$ cat src/rtl/pbmwd_regs.svh
/*
  Configuration offsets, field fills, reset values and bus command codes
  of the memory window decoder. Assumes dword-aligned configuration
  accesses with byte enables, as a PCI configuration cycle delivers them.
*/
`ifndef PBMWD_REGS_SVH
`define PBMWD_REGS_SVH

// ----------------------------------------------------------------------
// Configuration offsets (byte addresses)
// ----------------------------------------------------------------------
`define PBMWD_CMD_OFF 8'h04
`define PBMWD_NP_BASE_OFF 8'h20
`define PBMWD_NP_LIMIT_OFF 8'h22
`define PBMWD_PF_BASE_OFF 8'h24
`define PBMWD_PF_LIMIT_OFF 8'h28
`define PBMWD_PF_BASE_HI_OFF 8'h40
`define PBMWD_PF_LIMIT_HI_OFF 8'h44

// ----------------------------------------------------------------------
// Command register bits
// ----------------------------------------------------------------------
`define PBMWD_CMD_IO_EN_BIT 0
`define PBMWD_CMD_MEM_EN_BIT 1
`define PBMWD_CMD_MASTER_EN_BIT 2
`define PBMWD_CMD_W 3

// ----------------------------------------------------------------------
// Window fields
// ----------------------------------------------------------------------
`define PBMWD_NP_LOW_NIB 4'h0
`define PBMWD_PF_LOW_NIB 4'h1
`define PBMWD_BASE_FILL 20'h00000
`define PBMWD_LIMIT_FILL 20'hfffff
`define PBMWD_BASE_RST 12'h000
`define PBMWD_LIMIT_RST 12'h000
`define PBMWD_HI_RST 32'h00000000
`define PBMWD_VGA_LO 32'h000a0000
`define PBMWD_VGA_HI 32'h000bffff

// ----------------------------------------------------------------------
// Bus command codes
// ----------------------------------------------------------------------
`define PBMWD_C_IORD 4'h2
`define PBMWD_C_IOWR 4'h3
`define PBMWD_C_MRD 4'h6
`define PBMWD_C_MWR 4'h7
`define PBMWD_C_MRM 4'hc
`define PBMWD_C_MRL 4'he
`define PBMWD_C_MWI 4'hf

`endif

$ cat src/rtl/pbmwd_pkg.sv
/*
  Types shared by the memory window decoder files.
  Assumes pbmwd_regs.svh is on the include path.
*/
`include "pbmwd_regs.svh"

package pbmwd_pkg;
  typedef logic [11:0] pbmwd_field_t;
  typedef logic [63:0] pbmwd_addr_t;
  typedef enum logic [3:0] {
    PBMWD_IORD = `PBMWD_C_IORD,
    PBMWD_IOWR = `PBMWD_C_IOWR,
    PBMWD_MRD = `PBMWD_C_MRD,
    PBMWD_MWR = `PBMWD_C_MWR,
    PBMWD_MRM = `PBMWD_C_MRM,
    PBMWD_MRL = `PBMWD_C_MRL,
    PBMWD_MWI = `PBMWD_C_MWI
  } pbmwd_cmd_t;
endpackage

$ cat src/rtl/pbmwd_win_if.sv
/*
  One window comparison: full 64-bit bounds, address in, hit out.
  Assumes the bounds are already expanded to byte addresses.
*/
`timescale 1ns/1ps

interface pbmwd_win_if;
  pbmwd_pkg::pbmwd_addr_t base;
  pbmwd_pkg::pbmwd_addr_t limit;
  pbmwd_pkg::pbmwd_addr_t addr;
  logic hit;
  modport cmp (input base, input limit, input addr, output hit);
  modport user (output base, output limit, output addr, input hit);
endinterface

$ cat src/rtl/pbmwd_top.sv
/*
  Memory window decoder of a bridge: configuration registers for the
  nonprefetchable and prefetchable windows, primary and secondary claim
  decisions and read prefetch policy.
  Assumes bus inputs are synchronous to i_clock and that the I/O range
  decoder supplies i_sec_io_outside. Results appear one cycle after valid.
*/
// Functional notes
// RULE_01 - Downstream memory forwarding needs memory enable
// RULE_02 - Upstream forwarding needs bus master enable
// RULE_03 - Software programs windows before enables, idle buses
// RULE_04 - Nonprefetchable: prefetch only line, multiple reads
// RULE_05 - Nonprefetchable hit: claim primary, ignore secondary
// RULE_06 - Outside all windows: claim secondary only
// RULE_07 - Nonprefetchable window 32-bit, 1 MB granular
// RULE_08 - Nonprefetchable registers: bits 31:20, low zero
// RULE_09 - Nonprefetchable base zero-filled, limit ones-filled
// RULE_10 - Nonprefetchable window resets to lowest 1 MB
// RULE_11 - Base above limit disables nonprefetchable window
// RULE_12 - Prefetchable window prefetches all memory reads; code stays cautious where it overlaps nonprefetchable or VGA
// RULE_13 - Prefetchable hit: claim primary, ignore secondary
// RULE_14 - Single address cycle has zero upper bits
// RULE_15 - Single cycles pass only if upper base zero
// RULE_16 - Prefetchable window 1 MB granular
// RULE_17 - Prefetchable registers: bits 31:20, low 1h
// RULE_18 - Prefetchable base zero-filled, limit ones-filled
// RULE_19 - Prefetchable window resets to lowest 1 MB
// RULE_20 - Full 64-bit compare disables prefetchable window
// RULE_21 - Inclusive hits against registered configuration
`timescale 1ns/1ps
`include "pbmwd_regs.svh"

module pbmwd_top (
  // Clock and reset
  input wire logic i_clock,
  input wire logic i_rst_n,
  // Configuration access
  input wire logic i_cfg_wr,
  input wire logic i_cfg_rd,
  input wire logic [7:0] i_cfg_addr,
  input wire logic [3:0] i_cfg_be,
  input wire logic [31:0] i_cfg_wdata,
  output logic [31:0] o_cfg_rdata,
  // VGA memory forwarding
  input wire logic i_vga_mode,
  // Primary bus transaction
  input wire logic i_pri_valid,
  input wire logic [3:0] i_pri_cmd,
  input wire logic i_pri_dac,
  input wire logic [31:0] i_pri_addr,
  input wire logic [31:0] i_pri_addr_hi,
  output logic o_pri_claim,
  output logic o_pri_prefetch,
  output logic o_pri_single,
  // Secondary bus transaction
  input wire logic i_sec_valid,
  input wire logic [3:0] i_sec_cmd,
  input wire logic i_sec_dac,
  input wire logic [31:0] i_sec_addr,
  input wire logic [31:0] i_sec_addr_hi,
  input wire logic i_sec_io_outside,
  output logic o_sec_claim,
  // Enables, for the rest of the bridge
  output logic o_mem_en,
  output logic o_master_en
);

  // ----------------------------------------------------------------------
  // Declarations
  // ----------------------------------------------------------------------
  localparam logic [7:0] CMD_OFF = `PBMWD_CMD_OFF;
  localparam logic [7:0] NP_B_OFF = `PBMWD_NP_BASE_OFF;
  localparam logic [7:0] NP_L_OFF = `PBMWD_NP_LIMIT_OFF;
  localparam logic [7:0] PF_B_OFF = `PBMWD_PF_BASE_OFF;
  localparam logic [7:0] PF_L_OFF = `PBMWD_PF_LIMIT_OFF;
  localparam logic [7:0] PF_BH_OFF = `PBMWD_PF_BASE_HI_OFF;
  localparam logic [7:0] PF_LH_OFF = `PBMWD_PF_LIMIT_HI_OFF;

  logic [`PBMWD_CMD_W-1:0] cmd_q;
  pbmwd_pkg::pbmwd_field_t np_base_q;
  pbmwd_pkg::pbmwd_field_t np_limit_q;
  pbmwd_pkg::pbmwd_field_t pf_base_q;
  pbmwd_pkg::pbmwd_field_t pf_limit_q;
  logic [31:0] pf_base_hi_q;
  logic [31:0] pf_limit_hi_q;
  logic mem_en;
  logic master_en;
  logic wr_cmd, wr_np, wr_pf_b, wr_pf_l, wr_pf_bh, wr_pf_lh;
  pbmwd_pkg::pbmwd_addr_t pri_addr64;
  pbmwd_pkg::pbmwd_addr_t sec_addr64;
  pbmwd_pkg::pbmwd_addr_t np_base64;
  pbmwd_pkg::pbmwd_addr_t np_limit64;
  pbmwd_pkg::pbmwd_addr_t pf_base64;
  pbmwd_pkg::pbmwd_addr_t pf_limit64;
  logic np_pri_hit, pf_pri_hit, np_sec_hit, pf_sec_hit;
  logic vga_pri_hit, vga_sec_hit;
  logic pri_mem, pri_read, pri_line;
  logic sec_mem, sec_io;
  logic next_pri_claim;
  logic next_pri_prefetch;
  logic next_sec_claim;
  logic [31:0] next_rdata;

  // ----------------------------------------------------------------------
  // Byte-lane write helpers
  // ----------------------------------------------------------------------
  function automatic pbmwd_pkg::pbmwd_field_t fld_wr(
    input pbmwd_pkg::pbmwd_field_t old,
    input logic [15:0] d,
    input logic [1:0] be
  );
    pbmwd_pkg::pbmwd_field_t v;
    v = old;
    // Low nibble of the low byte is fixed and never stored
    if (be[0]) begin
      v[3:0] = d[7:4];
    end
    if (be[1]) begin
      v[11:4] = d[15:8];
    end
    return v;
  endfunction

  function automatic logic [31:0] word_wr(
    input logic [31:0] old,
    input logic [31:0] d,
    input logic [3:0] be
  );
    logic [31:0] v;
    v = old;
    for (int i = 0; i < 4; i++) begin
      if (be[i]) begin
        v[i*8 +: 8] = d[i*8 +: 8];
      end
    end
    return v;
  endfunction

  // ----------------------------------------------------------------------
  // Register decode
  // ----------------------------------------------------------------------
  assign wr_cmd = i_cfg_wr && (i_cfg_addr[7:2] == CMD_OFF[7:2]);
  assign wr_np = i_cfg_wr && (i_cfg_addr[7:2] == NP_B_OFF[7:2]);
  assign wr_pf_b = i_cfg_wr && (i_cfg_addr[7:2] == PF_B_OFF[7:2]);
  assign wr_pf_l = i_cfg_wr && (i_cfg_addr[7:2] == PF_L_OFF[7:2]);
  assign wr_pf_bh = i_cfg_wr && (i_cfg_addr[7:2] == PF_BH_OFF[7:2]);
  assign wr_pf_lh = i_cfg_wr && (i_cfg_addr[7:2] == PF_LH_OFF[7:2]);

  // ----------------------------------------------------------------------
  // Command register
  // ----------------------------------------------------------------------
  always_ff @(posedge i_clock) begin
    if (!i_rst_n) begin
      cmd_q <= '0;
    end else if (wr_cmd && i_cfg_be[0]) begin
      cmd_q <= i_cfg_wdata[`PBMWD_CMD_W-1:0];
    end
  end

  assign mem_en = cmd_q[`PBMWD_CMD_MEM_EN_BIT];
  assign master_en = cmd_q[`PBMWD_CMD_MASTER_EN_BIT];
  assign o_mem_en = mem_en;
  assign o_master_en = master_en;

  // ----------------------------------------------------------------------
  // Nonprefetchable window registers
  // ----------------------------------------------------------------------
  // Base and limit share one dword; limit sits in the upper lanes
  always_ff @(posedge i_clock) begin
    if (!i_rst_n) begin
      np_base_q <= `PBMWD_BASE_RST; // RULE_10
      np_limit_q <= `PBMWD_LIMIT_RST; // RULE_10
    end else if (wr_np) begin
      np_base_q <= fld_wr(np_base_q, i_cfg_wdata[15:0], i_cfg_be[1:0]);
      np_limit_q <= fld_wr(np_limit_q, i_cfg_wdata[31:16], i_cfg_be[3:2]);
    end
  end

  // ----------------------------------------------------------------------
  // Prefetchable window registers
  // ----------------------------------------------------------------------
  always_ff @(posedge i_clock) begin
    if (!i_rst_n) begin
      pf_base_q <= `PBMWD_BASE_RST; // RULE_19
      pf_limit_q <= `PBMWD_LIMIT_RST; // RULE_19
    end else begin
      if (wr_pf_b) begin
        pf_base_q <= fld_wr(pf_base_q, i_cfg_wdata[15:0], i_cfg_be[1:0]);
      end
      if (wr_pf_l) begin
        pf_limit_q <= fld_wr(pf_limit_q, i_cfg_wdata[15:0], i_cfg_be[1:0]);
      end
    end
  end

  always_ff @(posedge i_clock) begin
    if (!i_rst_n) begin
      pf_base_hi_q <= `PBMWD_HI_RST;
      pf_limit_hi_q <= `PBMWD_HI_RST;
    end else begin
      if (wr_pf_bh) begin
        pf_base_hi_q <= word_wr(pf_base_hi_q, i_cfg_wdata, i_cfg_be);
      end
      if (wr_pf_lh) begin
        pf_limit_hi_q <= word_wr(pf_limit_hi_q, i_cfg_wdata, i_cfg_be);
      end
    end
  end

  // ----------------------------------------------------------------------
  // Configuration read
  // ----------------------------------------------------------------------
  always_comb begin
    next_rdata = '0;
    case (i_cfg_addr[7:2])
      CMD_OFF[7:2]: next_rdata[`PBMWD_CMD_W-1:0] = cmd_q;
      NP_B_OFF[7:2]: next_rdata = {np_limit_q, `PBMWD_NP_LOW_NIB,
                                   np_base_q, `PBMWD_NP_LOW_NIB}; // RULE_08
      PF_B_OFF[7:2]: next_rdata[15:0] = {pf_base_q,
                                         `PBMWD_PF_LOW_NIB}; // RULE_17
      PF_L_OFF[7:2]: next_rdata[15:0] = {pf_limit_q,
                                         `PBMWD_PF_LOW_NIB}; // RULE_17
      PF_BH_OFF[7:2]: next_rdata = pf_base_hi_q;
      PF_LH_OFF[7:2]: next_rdata = pf_limit_hi_q;
      default: next_rdata = '0;
    endcase
  end

  // Read data holds until the next read
  always_ff @(posedge i_clock) begin
    if (!i_rst_n) begin
      o_cfg_rdata <= '0;
    end else if (i_cfg_rd) begin
      o_cfg_rdata <= next_rdata;
    end
  end

  // ----------------------------------------------------------------------
  // Window bounds
  // ----------------------------------------------------------------------
  // Nonprefetchable bounds never reach above 4 GB
  assign np_base64 = {32'h0, np_base_q, `PBMWD_BASE_FILL}; // RULE_07 RULE_09
  assign np_limit64 = {32'h0, np_limit_q, `PBMWD_LIMIT_FILL}; // RULE_09
  assign pf_base64 = {pf_base_hi_q, pf_base_q,
                      `PBMWD_BASE_FILL}; // RULE_16 RULE_18 RULE_20
  assign pf_limit64 = {pf_limit_hi_q, pf_limit_q,
                       `PBMWD_LIMIT_FILL}; // RULE_18 RULE_20

  // Single address cycles compare with zero upper bits
  assign pri_addr64 = {i_pri_dac ? i_pri_addr_hi : 32'h0,
                       i_pri_addr}; // RULE_14 RULE_15
  assign sec_addr64 = {i_sec_dac ? i_sec_addr_hi : 32'h0,
                       i_sec_addr}; // RULE_14

  // ----------------------------------------------------------------------
  // Window comparators
  // ----------------------------------------------------------------------
  pbmwd_win_if np_pri_if ();
  pbmwd_win_if pf_pri_if ();
  pbmwd_win_if np_sec_if ();
  pbmwd_win_if pf_sec_if ();

  assign np_pri_if.base = np_base64;
  assign np_pri_if.limit = np_limit64;
  assign np_pri_if.addr = pri_addr64;
  assign pf_pri_if.base = pf_base64;
  assign pf_pri_if.limit = pf_limit64;
  assign pf_pri_if.addr = pri_addr64;
  assign np_sec_if.base = np_base64;
  assign np_sec_if.limit = np_limit64;
  assign np_sec_if.addr = sec_addr64;
  assign pf_sec_if.base = pf_base64;
  assign pf_sec_if.limit = pf_limit64;
  assign pf_sec_if.addr = sec_addr64;

  pbmwd_window #(.AW(64)) u_np_pri (.win(np_pri_if));
  pbmwd_window #(.AW(64)) u_pf_pri (.win(pf_pri_if));
  pbmwd_window #(.AW(64)) u_np_sec (.win(np_sec_if));
  pbmwd_window #(.AW(64)) u_pf_sec (.win(pf_sec_if));

  assign np_pri_hit = np_pri_if.hit; // RULE_11 RULE_21
  assign pf_pri_hit = pf_pri_if.hit; // RULE_20 RULE_21
  assign np_sec_hit = np_sec_if.hit;
  assign pf_sec_hit = pf_sec_if.hit;

  assign vga_pri_hit = i_vga_mode && !i_pri_dac &&
                       (i_pri_addr >= `PBMWD_VGA_LO) &&
                       (i_pri_addr <= `PBMWD_VGA_HI);
  assign vga_sec_hit = i_vga_mode && !i_sec_dac &&
                       (i_sec_addr >= `PBMWD_VGA_LO) &&
                       (i_sec_addr <= `PBMWD_VGA_HI);

  // ----------------------------------------------------------------------
  // Command classes
  // ----------------------------------------------------------------------
  assign pri_read = (i_pri_cmd == pbmwd_pkg::PBMWD_MRD) ||
                    (i_pri_cmd == pbmwd_pkg::PBMWD_MRM) ||
                    (i_pri_cmd == pbmwd_pkg::PBMWD_MRL);
  assign pri_line = (i_pri_cmd == pbmwd_pkg::PBMWD_MRM) ||
                    (i_pri_cmd == pbmwd_pkg::PBMWD_MRL);
  assign pri_mem = pri_read || (i_pri_cmd == pbmwd_pkg::PBMWD_MWR) ||
                   (i_pri_cmd == pbmwd_pkg::PBMWD_MWI);
  assign sec_mem = (i_sec_cmd == pbmwd_pkg::PBMWD_MRD) ||
                   (i_sec_cmd == pbmwd_pkg::PBMWD_MRM) ||
                   (i_sec_cmd == pbmwd_pkg::PBMWD_MRL) ||
                   (i_sec_cmd == pbmwd_pkg::PBMWD_MWR) ||
                   (i_sec_cmd == pbmwd_pkg::PBMWD_MWI);
  assign sec_io = (i_sec_cmd == pbmwd_pkg::PBMWD_IORD) ||
                  (i_sec_cmd == pbmwd_pkg::PBMWD_IOWR);

  // ----------------------------------------------------------------------
  // Claim and prefetch decisions
  // ----------------------------------------------------------------------
  assign next_pri_claim = i_pri_valid && pri_mem && mem_en &&
                          (np_pri_hit || pf_pri_hit ||
                           vga_pri_hit); // RULE_01 RULE_05 RULE_13 RULE_06

  // Overlap with the nonprefetchable or VGA range falls back to the
  // cautious policy; reads there may have side effects
  assign next_pri_prefetch = next_pri_claim && pri_read &&
                             ((pf_pri_hit && !np_pri_hit && !vga_pri_hit) ||
                              (np_pri_hit && pri_line)); // RULE_04 RULE_12

  assign next_sec_claim = i_sec_valid && master_en &&
                          ((sec_mem && !np_sec_hit && !pf_sec_hit &&
                            !vga_sec_hit) ||
                           (sec_io && i_sec_io_outside)); // RULE_02 RULE_06

  always_ff @(posedge i_clock) begin
    if (!i_rst_n) begin
      o_pri_claim <= 1'b0;
      o_pri_prefetch <= 1'b0;
      o_pri_single <= 1'b0;
    end else begin
      o_pri_claim <= next_pri_claim;
      o_pri_prefetch <= next_pri_prefetch;
      o_pri_single <= next_pri_claim && pri_read &&
                      !next_pri_prefetch; // RULE_04
    end
  end

  always_ff @(posedge i_clock) begin
    if (!i_rst_n) begin
      o_sec_claim <= 1'b0;
    end else begin
      o_sec_claim <= next_sec_claim; // RULE_05 RULE_13
    end
  end
endmodule

$ cat src/rtl/pbmwd_window.sv
/*
  Inclusive base/limit comparator for one window.
  Assumes one clock domain; purely combinational.
*/
`timescale 1ns/1ps

module pbmwd_window #(
  parameter int AW = 64
) (
  // Window
  pbmwd_win_if.cmp win
);

  // ----------------------------------------------------------------------
  // Elaboration check
  // ----------------------------------------------------------------------
  if (AW != 64) begin : g_bad_aw
    $error("pbmwd_window supports 64-bit addresses only");
  end

  // ----------------------------------------------------------------------
  // Compare
  // ----------------------------------------------------------------------
  // Base above limit yields no hit, which is how a window is turned off
  assign win.hit = (win.base <= win.addr) && (win.addr <= win.limit); // RULE_21

endmodule

$ cat config.mk
export PLATFORM = sky130hd
export DESIGN_NAME = pbmwd_top
export DESIGN_NICKNAME = d
export VERILOG_FILES = /design/src/rtl/pbmwd_pkg.sv /design/src/rtl/pbmwd_win_if.sv /design/src/rtl/pbmwd_top.sv /design/src/rtl/pbmwd_window.sv
export VERILOG_INCLUDE_DIRS = /design/src /design/src/rtl
export SDC_FILE = /design/constraint.sdc
export NUM_CORES = 1
export LEC_CHECK = 0
export BUFFER_PORTS_ARGS = -buffer_cell sky130_fd_sc_hd__clkbuf_2
export CAP_MARGIN = 20
export CORE_MARGIN = 2
export CORE_UTILIZATION = 30
export DETAILED_ROUTE_END_ITERATION = 6
export PLACE_DENSITY_LB_ADDON = 0.08
export SLEW_MARGIN = 20
export SYNTH_ARGS = -nofsm -noshare
export SYNTH_HDL_FRONTEND = slang
export SYNTH_SLANG_ARGS = --single-unit
$ cat constraint.sdc
create_clock -name i_clock -period 4.03 [get_ports i_clock]
set_clock_uncertainty 0.05 [all_clocks]
set_input_delay 0.2015 -clock i_clock [delete_from_list [all_inputs] [get_ports i_clock]]
set_output_delay 0.2015 -clock i_clock [all_outputs]
set_load 0.02 [all_outputs]
* Word-level counts from Yosys, hierarchy flattened
Cells that the tools add are included.
Storage, ports and cells: word-level logic and storage cells 128, register bits 151
Cells by class: equal/unequal tests 18, magnitude comparators 12, reductions and logical operators 71, mux-type cells 5
Operators with widths (count):
- 64-bit <= comparator | 4
- 32-bit by 64-bit <= comparator with 1-bit output | 2
- 64-bit by 32-bit <= comparator with 1-bit output | 2
- 13-bit one-hot mux with 5 select lines | 1
- 32-bit by 20-bit >= comparator with 1-bit output, second input constant | 2
- 32-bit by 20-bit <= comparator with 1-bit output, second input constant | 2
- 32-bit 2-to-1 mux | 2
- 16-bit one-hot mux with 3 select lines | 1
- 1-bit logical AND | 32
- 2-bit AND reduction | 16
- 4-bit equality test, second input constant | 6
- 6-bit by 4-bit equality test with 1-bit output, second input constant | 3
- 4-bit by 3-bit equality test with 1-bit output, second input constant | 4
- 1-bit logical OR | 14
- 6-bit by 5-bit equality test with 1-bit output, second input constant | 2
- 3-bit one-hot mux with 4 select lines | 1
- 4-bit by 2-bit equality test with 1-bit output, second input constant | 2
- 1-bit zero test | 8
- 6-bit by 1-bit equality test with 1-bit output, second input constant | 1
- 2-bit OR reduction | 1

* Longest topological paths before layout
depth in word-level cells 12, depth in mapped cells 12

* Modules after synthesis
Synthesis repeated with hierarchy kept, for this count alone.
Unflattened totals: cell total of the unflattened synthesis 2628, area, all modules 19764.0 µm²
Modules (own cells, without submodules):
- pbmwd_window | cells an instance 470, instances 4, area an instance 3264.4 µm², sequential area each 0.0 µm²
- pbmwd_top | cells an instance 748, instances 1, area an instance 6706.4 µm², sequential area each 3022.9 µm²

* Least setup slack after synthesis
No wires, ideal clock.
path kind in2reg, start point input i_pri_dac, end point register o_pri_claim, buffers on the path 2, cell stages on the path 12, arrival time 2.564 ns, slack 1.336 ns, setup time 0.079 ns, path through clkbuf_1 -> clkbuf_1 -> nand2_1 -> inv_1 -> ha_1 -> a21o_1 -> a221o_1 -> a221oi_2 -> o21ai_1 -> a221oi_1 -> o211ai_2 -> a211oi_2
On the way: longest elaborated chain between the ends 6, elaborated cells on any way between the ends 14, those cells by class 4 x order compare; 1 x mux; 9 x reduce/logical
RTL lines:
- start, declared | RTL line pbmwd_top.sv:49 | input wire logic i_pri_dac,
- 32-bit 2-to-1 mux or 1-bit zero test (tied branches) | RTL line pbmwd_top.sv:250, pbmwd_top.sv:286
- 32-bit by 64-bit <= comparator with 1-bit output, or another cell as far along | RTL line pbmwd_window.sv:25 | assign win.hit = (win.base <= win.addr) && (win.addr <= win.limit);
- 1-bit logical AND (on tied branches) | RTL line pbmwd_window.sv:25, pbmwd_top.sv:286
- 1-bit logical OR or 1-bit logical AND (tied branches) | RTL line pbmwd_top.sv:315, pbmwd_top.sv:286
- 1-bit logical OR (*) | RTL line pbmwd_top.sv:315 | (np_pri_hit || pf_pri_hit ||
- 1-bit logical AND (*) | RTL line pbmwd_top.sv:314 | assign next_pri_claim = i_pri_valid && pri_mem && mem_en &&
- end signal, assigned | RTL line pbmwd_top.sv:335 | o_pri_claim <= next_pri_claim;
- end, declared | RTL line pbmwd_top.sv:52 | output logic o_pri_claim,
Every way passes the cells marked *; elsewhere a longest branch is shown, timed or not. A chain may end at the register's enable or synchronous reset.

* Worst setup path after layout
Same ends and word-level chain as after synthesis.

==> results.md <==
- Outcome: completed
- Core area: 42040 um^2
- GRT overflow: 0
- Detail Route Antenna Nets: 0
- Yosys warnings: 0
- Fillers: approximately 4500
- Vias in the first global route: 12510
- Placer Congestion: around 0.88
- GRT Util Overall: roughly a quarter
- CP top delay family: compound AO/OA/AOI/OAI gates
- Clk slew on worst S/H paths: 0.07 ns
- Post-synth top area share: between 20% and 30%
- Min-delay worst type: input port to register
- RSZ-0062 raised after global routing: no
- Post-CTS Resized: 0
- DRC violations left: 0
- Sequential-to-total area share from yosys stat: a little under a quarter
- Synth area leader: dfxtp_1
- Initial antenna violation count: 0
- Initial Util: a little under a third
- Setup-failing EPs final: 0
- Critical Path AT: roughly 3.8 ns
- Initial drt markers: between 800 and 900
- CTS buffer count: 17
- CTS tree: done
- First-pass GRT wire length: between 70 and 80 mm
- Pin count of the biggest net entering global routing: just over 90
- Synthesized cell area: between 10000 and 15000 um^2
- Hold-fix buffers, CTS: 20
- Num Clock Sinks: between 150 and 200
- Clock tree buffer depth: 2
- Post-CTS setup buffer count: 0
- Achievable clock frequency: 293.6 MHz
- Critical path class: input port to register
- CP Data Required Time: between 4 and 5 ns
- Largest cells by area after synthesis: dfxtp_1 24%, ha_1 22%, nand2_1 7.2%
- Final Cell Area: 15240 um^2
- CP Max Fanout: 36
- Antenna cells: 0
- Leading cell types by count after synthesis: 244 x nand2_1, 223 x ha_1, 151 x dfxtp_1
- Worst Setup Start Kind: input port
- Pleak: 6.954 nW
- DR WL/cell: 22.22 um
- FF/Latch Area: between 3000 and 4000 um^2
- Buf/Inv on CP: 4
- Pwr dens: approximately 250 nW/um^2
- I/O Buffers: 225
- Relative slew slack: ~28%
- Synth Instances: approximately 1600
- Crit-path cells: clkbuf_2 -> nand2_1 -> inv_1 -> ha_1 -> a21o_1 -> a221o_1 -> a221oi_2 -> o21ai_1 -> a221oi_1 -> buf_4 -> o211ai_2 -> a211oi_2 -> dlygate4sd3_1
- Min Tclk post-route: approximately 3.4 ns
- Synth cell types: 70
- Syn avg cell area: around 8 um^2
- Area after DPL: roughly 14000 um^2
- Final TNS setup: 0 ns
- Count of pins over their slew limit: 0
- Total of max-cap violations: 0
- Max VDD drop: 0.2142 mV
- Clk root buf: clkbuf_16
- Layout cell share with drive strength beyond 1: ~16%
- Area growth syn-to-layout: 19.21%
- Routed vias/inst: 5.379
- Max incr delay on CP: ~0.57 ns
- Clk Latency, worst-skew pair: 0.46 ns
- Post-Route WL: 52.53 mm
- Nets: between 2000 and 2500
- DR pass1 iterations: 7
- Top FF cell, synth: dfxtp_1
- Die area: roughly 44000 um^2
- Die Y-Extent: about 210 um
- Worst Tran Pin Value: between 1 and 1.5 ns
- Row cnt: between 70 and 80
- Hold Vio Cnt, Final: 0
- Multi-input gate area: between 8000 and 9000 um^2
- CP Capture Type: register
- Via count: 12720
- CTS HTree Levels: 4
- Number of synthesized flops with an enable pin: 0
- Fin crit share: a little over four fifths
- Final Util: between 30% and 40%
- Syn Nets: between 2000 and 2500
- Chip Width: 210.4 um
- I/O pins: around 230
- Most numerous cell in the Yosys netlist: nand2_1
- HPWL Detailed: 43.03 mm
- Asr flop ratio synth: 0%
- Seq cells post-synth: around 150
- Slowest-stage cell, CP: clkbuf_2
-- power breakdown --
group	internal, mW	switching, mW	total (mW)
registers	1.51	0.0109	1.52
clock network	0.892	0.744	1.64
logic	0.278	0.438	0.716
total	2.68	1.19	3.87
-- per-stage QoR --
stage | instances | hold slack (ns) | total power [mW] | worst slack, ns
floorplan | 1595 | 0.2979 | 1.929 | 1.336
global placement | 2312 | 0.4152 | 2.242 | 0.7290
detailed placement | 2312 | 0.4159 | 2.251 | 0.7315
CTS | 2364 | 0.001870 | 3.914 | 0.6819
global route | 2364 | 0.02132 | 4.031 | 0.3897
finish | 2364 | 0.02407 | 3.870 | 0.6245
-- cell type report --
cell class                      count  area share [%]
Multi-Input combinational cell   1225           58.40
Sequential cell                   151           19.84
Timing Repair Buffer              269           9.904
Tap cell                          539           4.426
Inverter                          148           3.646
Clock buffer                       20           2.997
Clock inverter                     12          0.7884
-- worst register-to-register path: stages, from the launching register on --
cell           delay, ns
dfxtp_1             0.40
inv_1               0.11
ha_1                0.32
a21o_1              0.16
a221o_1             0.35
a221oi_2            0.33
o21ai_1             0.22
a221oi_1            0.29
buf_4               0.21
o211ai_2            0.11
a211oi_2            0.25
dlygate4sd3_1       0.56
-- metal layers --
layer / GRT usage [%] / vias up / share of wire [%]
met5: 0 / - / 0
met3: 3.278 / 48 / 4.1
met4: 8.499 / 0 / 2.9
met2: 40.80 / 312 / 48
met1: 29.88 / 6098 / 45
li1: - / 6258 / -
-- cells by family after synthesis --
family / Yosys count / synth area share (%)
AOI/OAI and AO/OA: 375 / 20.72
adders and majority gates: 223 / 21.83
xor gates and xnor gates: 1 / 0.06854
DFF: 151 / 23.65
and+or+nand+nor: 568 / 22.38
muxes: 58 / 4.611
buffers and inverters: 219 / 6.735
-- worst paths after layout --
| check | startpoint | end | slack [ns] | depth (start not counted) |
|---|---|---|---|---|
| worst max-delay path | i_pri_dac | o_pri_claim | 0.62 | 13 |
| worst min-delay path | i_cfg_wdata[1] | pf_limit_hi_q[1] | 0.02 | 3 |
| worst max register to register | pf_limit_hi_q[9] | o_pri_claim | 0.63 | 11 |
| worst min register to register | o_cfg_rdata[23] | o_cfg_rdata[23] | 0.43 | 1 |
-- layout by cell type (no fill, tap or decap), types with 10 or more instances in the layout --
| cell | synthesis | routed |
|---|---|---|
| a21boi_0 | 88 | 88 |
| a21o_1 | 45 | 45 |
| a21oi_1 | 78 | 78 |
| a22oi_1 | 14 | 14 |
| and4_1 | 11 | 11 |
| buf_4 | 6 | 25 |
| clkbuf_16 | 0 | 17 |
| clkbuf_2 | 1 | 224 |
| dfxtp_1 | 151 | 151 |
| dlygate4sd3_1 | 0 | 20 |
| ha_1 | 223 | 223 |
| inv_1 | 148 | 148 |
| mux2i_1 | 51 | 51 |
| nand2_1 | 244 | 244 |
| nand3_1 | 112 | 112 |
| nand4_1 | 67 | 67 |
| nor2_1 | 19 | 19 |
| nor2b_1 | 33 | 33 |
| nor3_1 | 10 | 10 |
| nor4_1 | 32 | 32 |
| o211a_1 | 25 | 25 |
| o211ai_1 | 28 | 28 |
| o21ai_0 | 35 | 35 |
-- state kept, by name (all words and copies together) (netlist names) --
name            flops
cmd_q               3
np_base_q          12
np_limit_q         12
o_cfg_rdata        32
o_pri_claim         1
o_pri_prefetch      1
o_pri_single        1
o_sec_claim         1
pf_base_hi_q       32
pf_base_q          12
pf_limit_hi_q      32
pf_limit_q         12
Power figures use the tool's default switching activity.
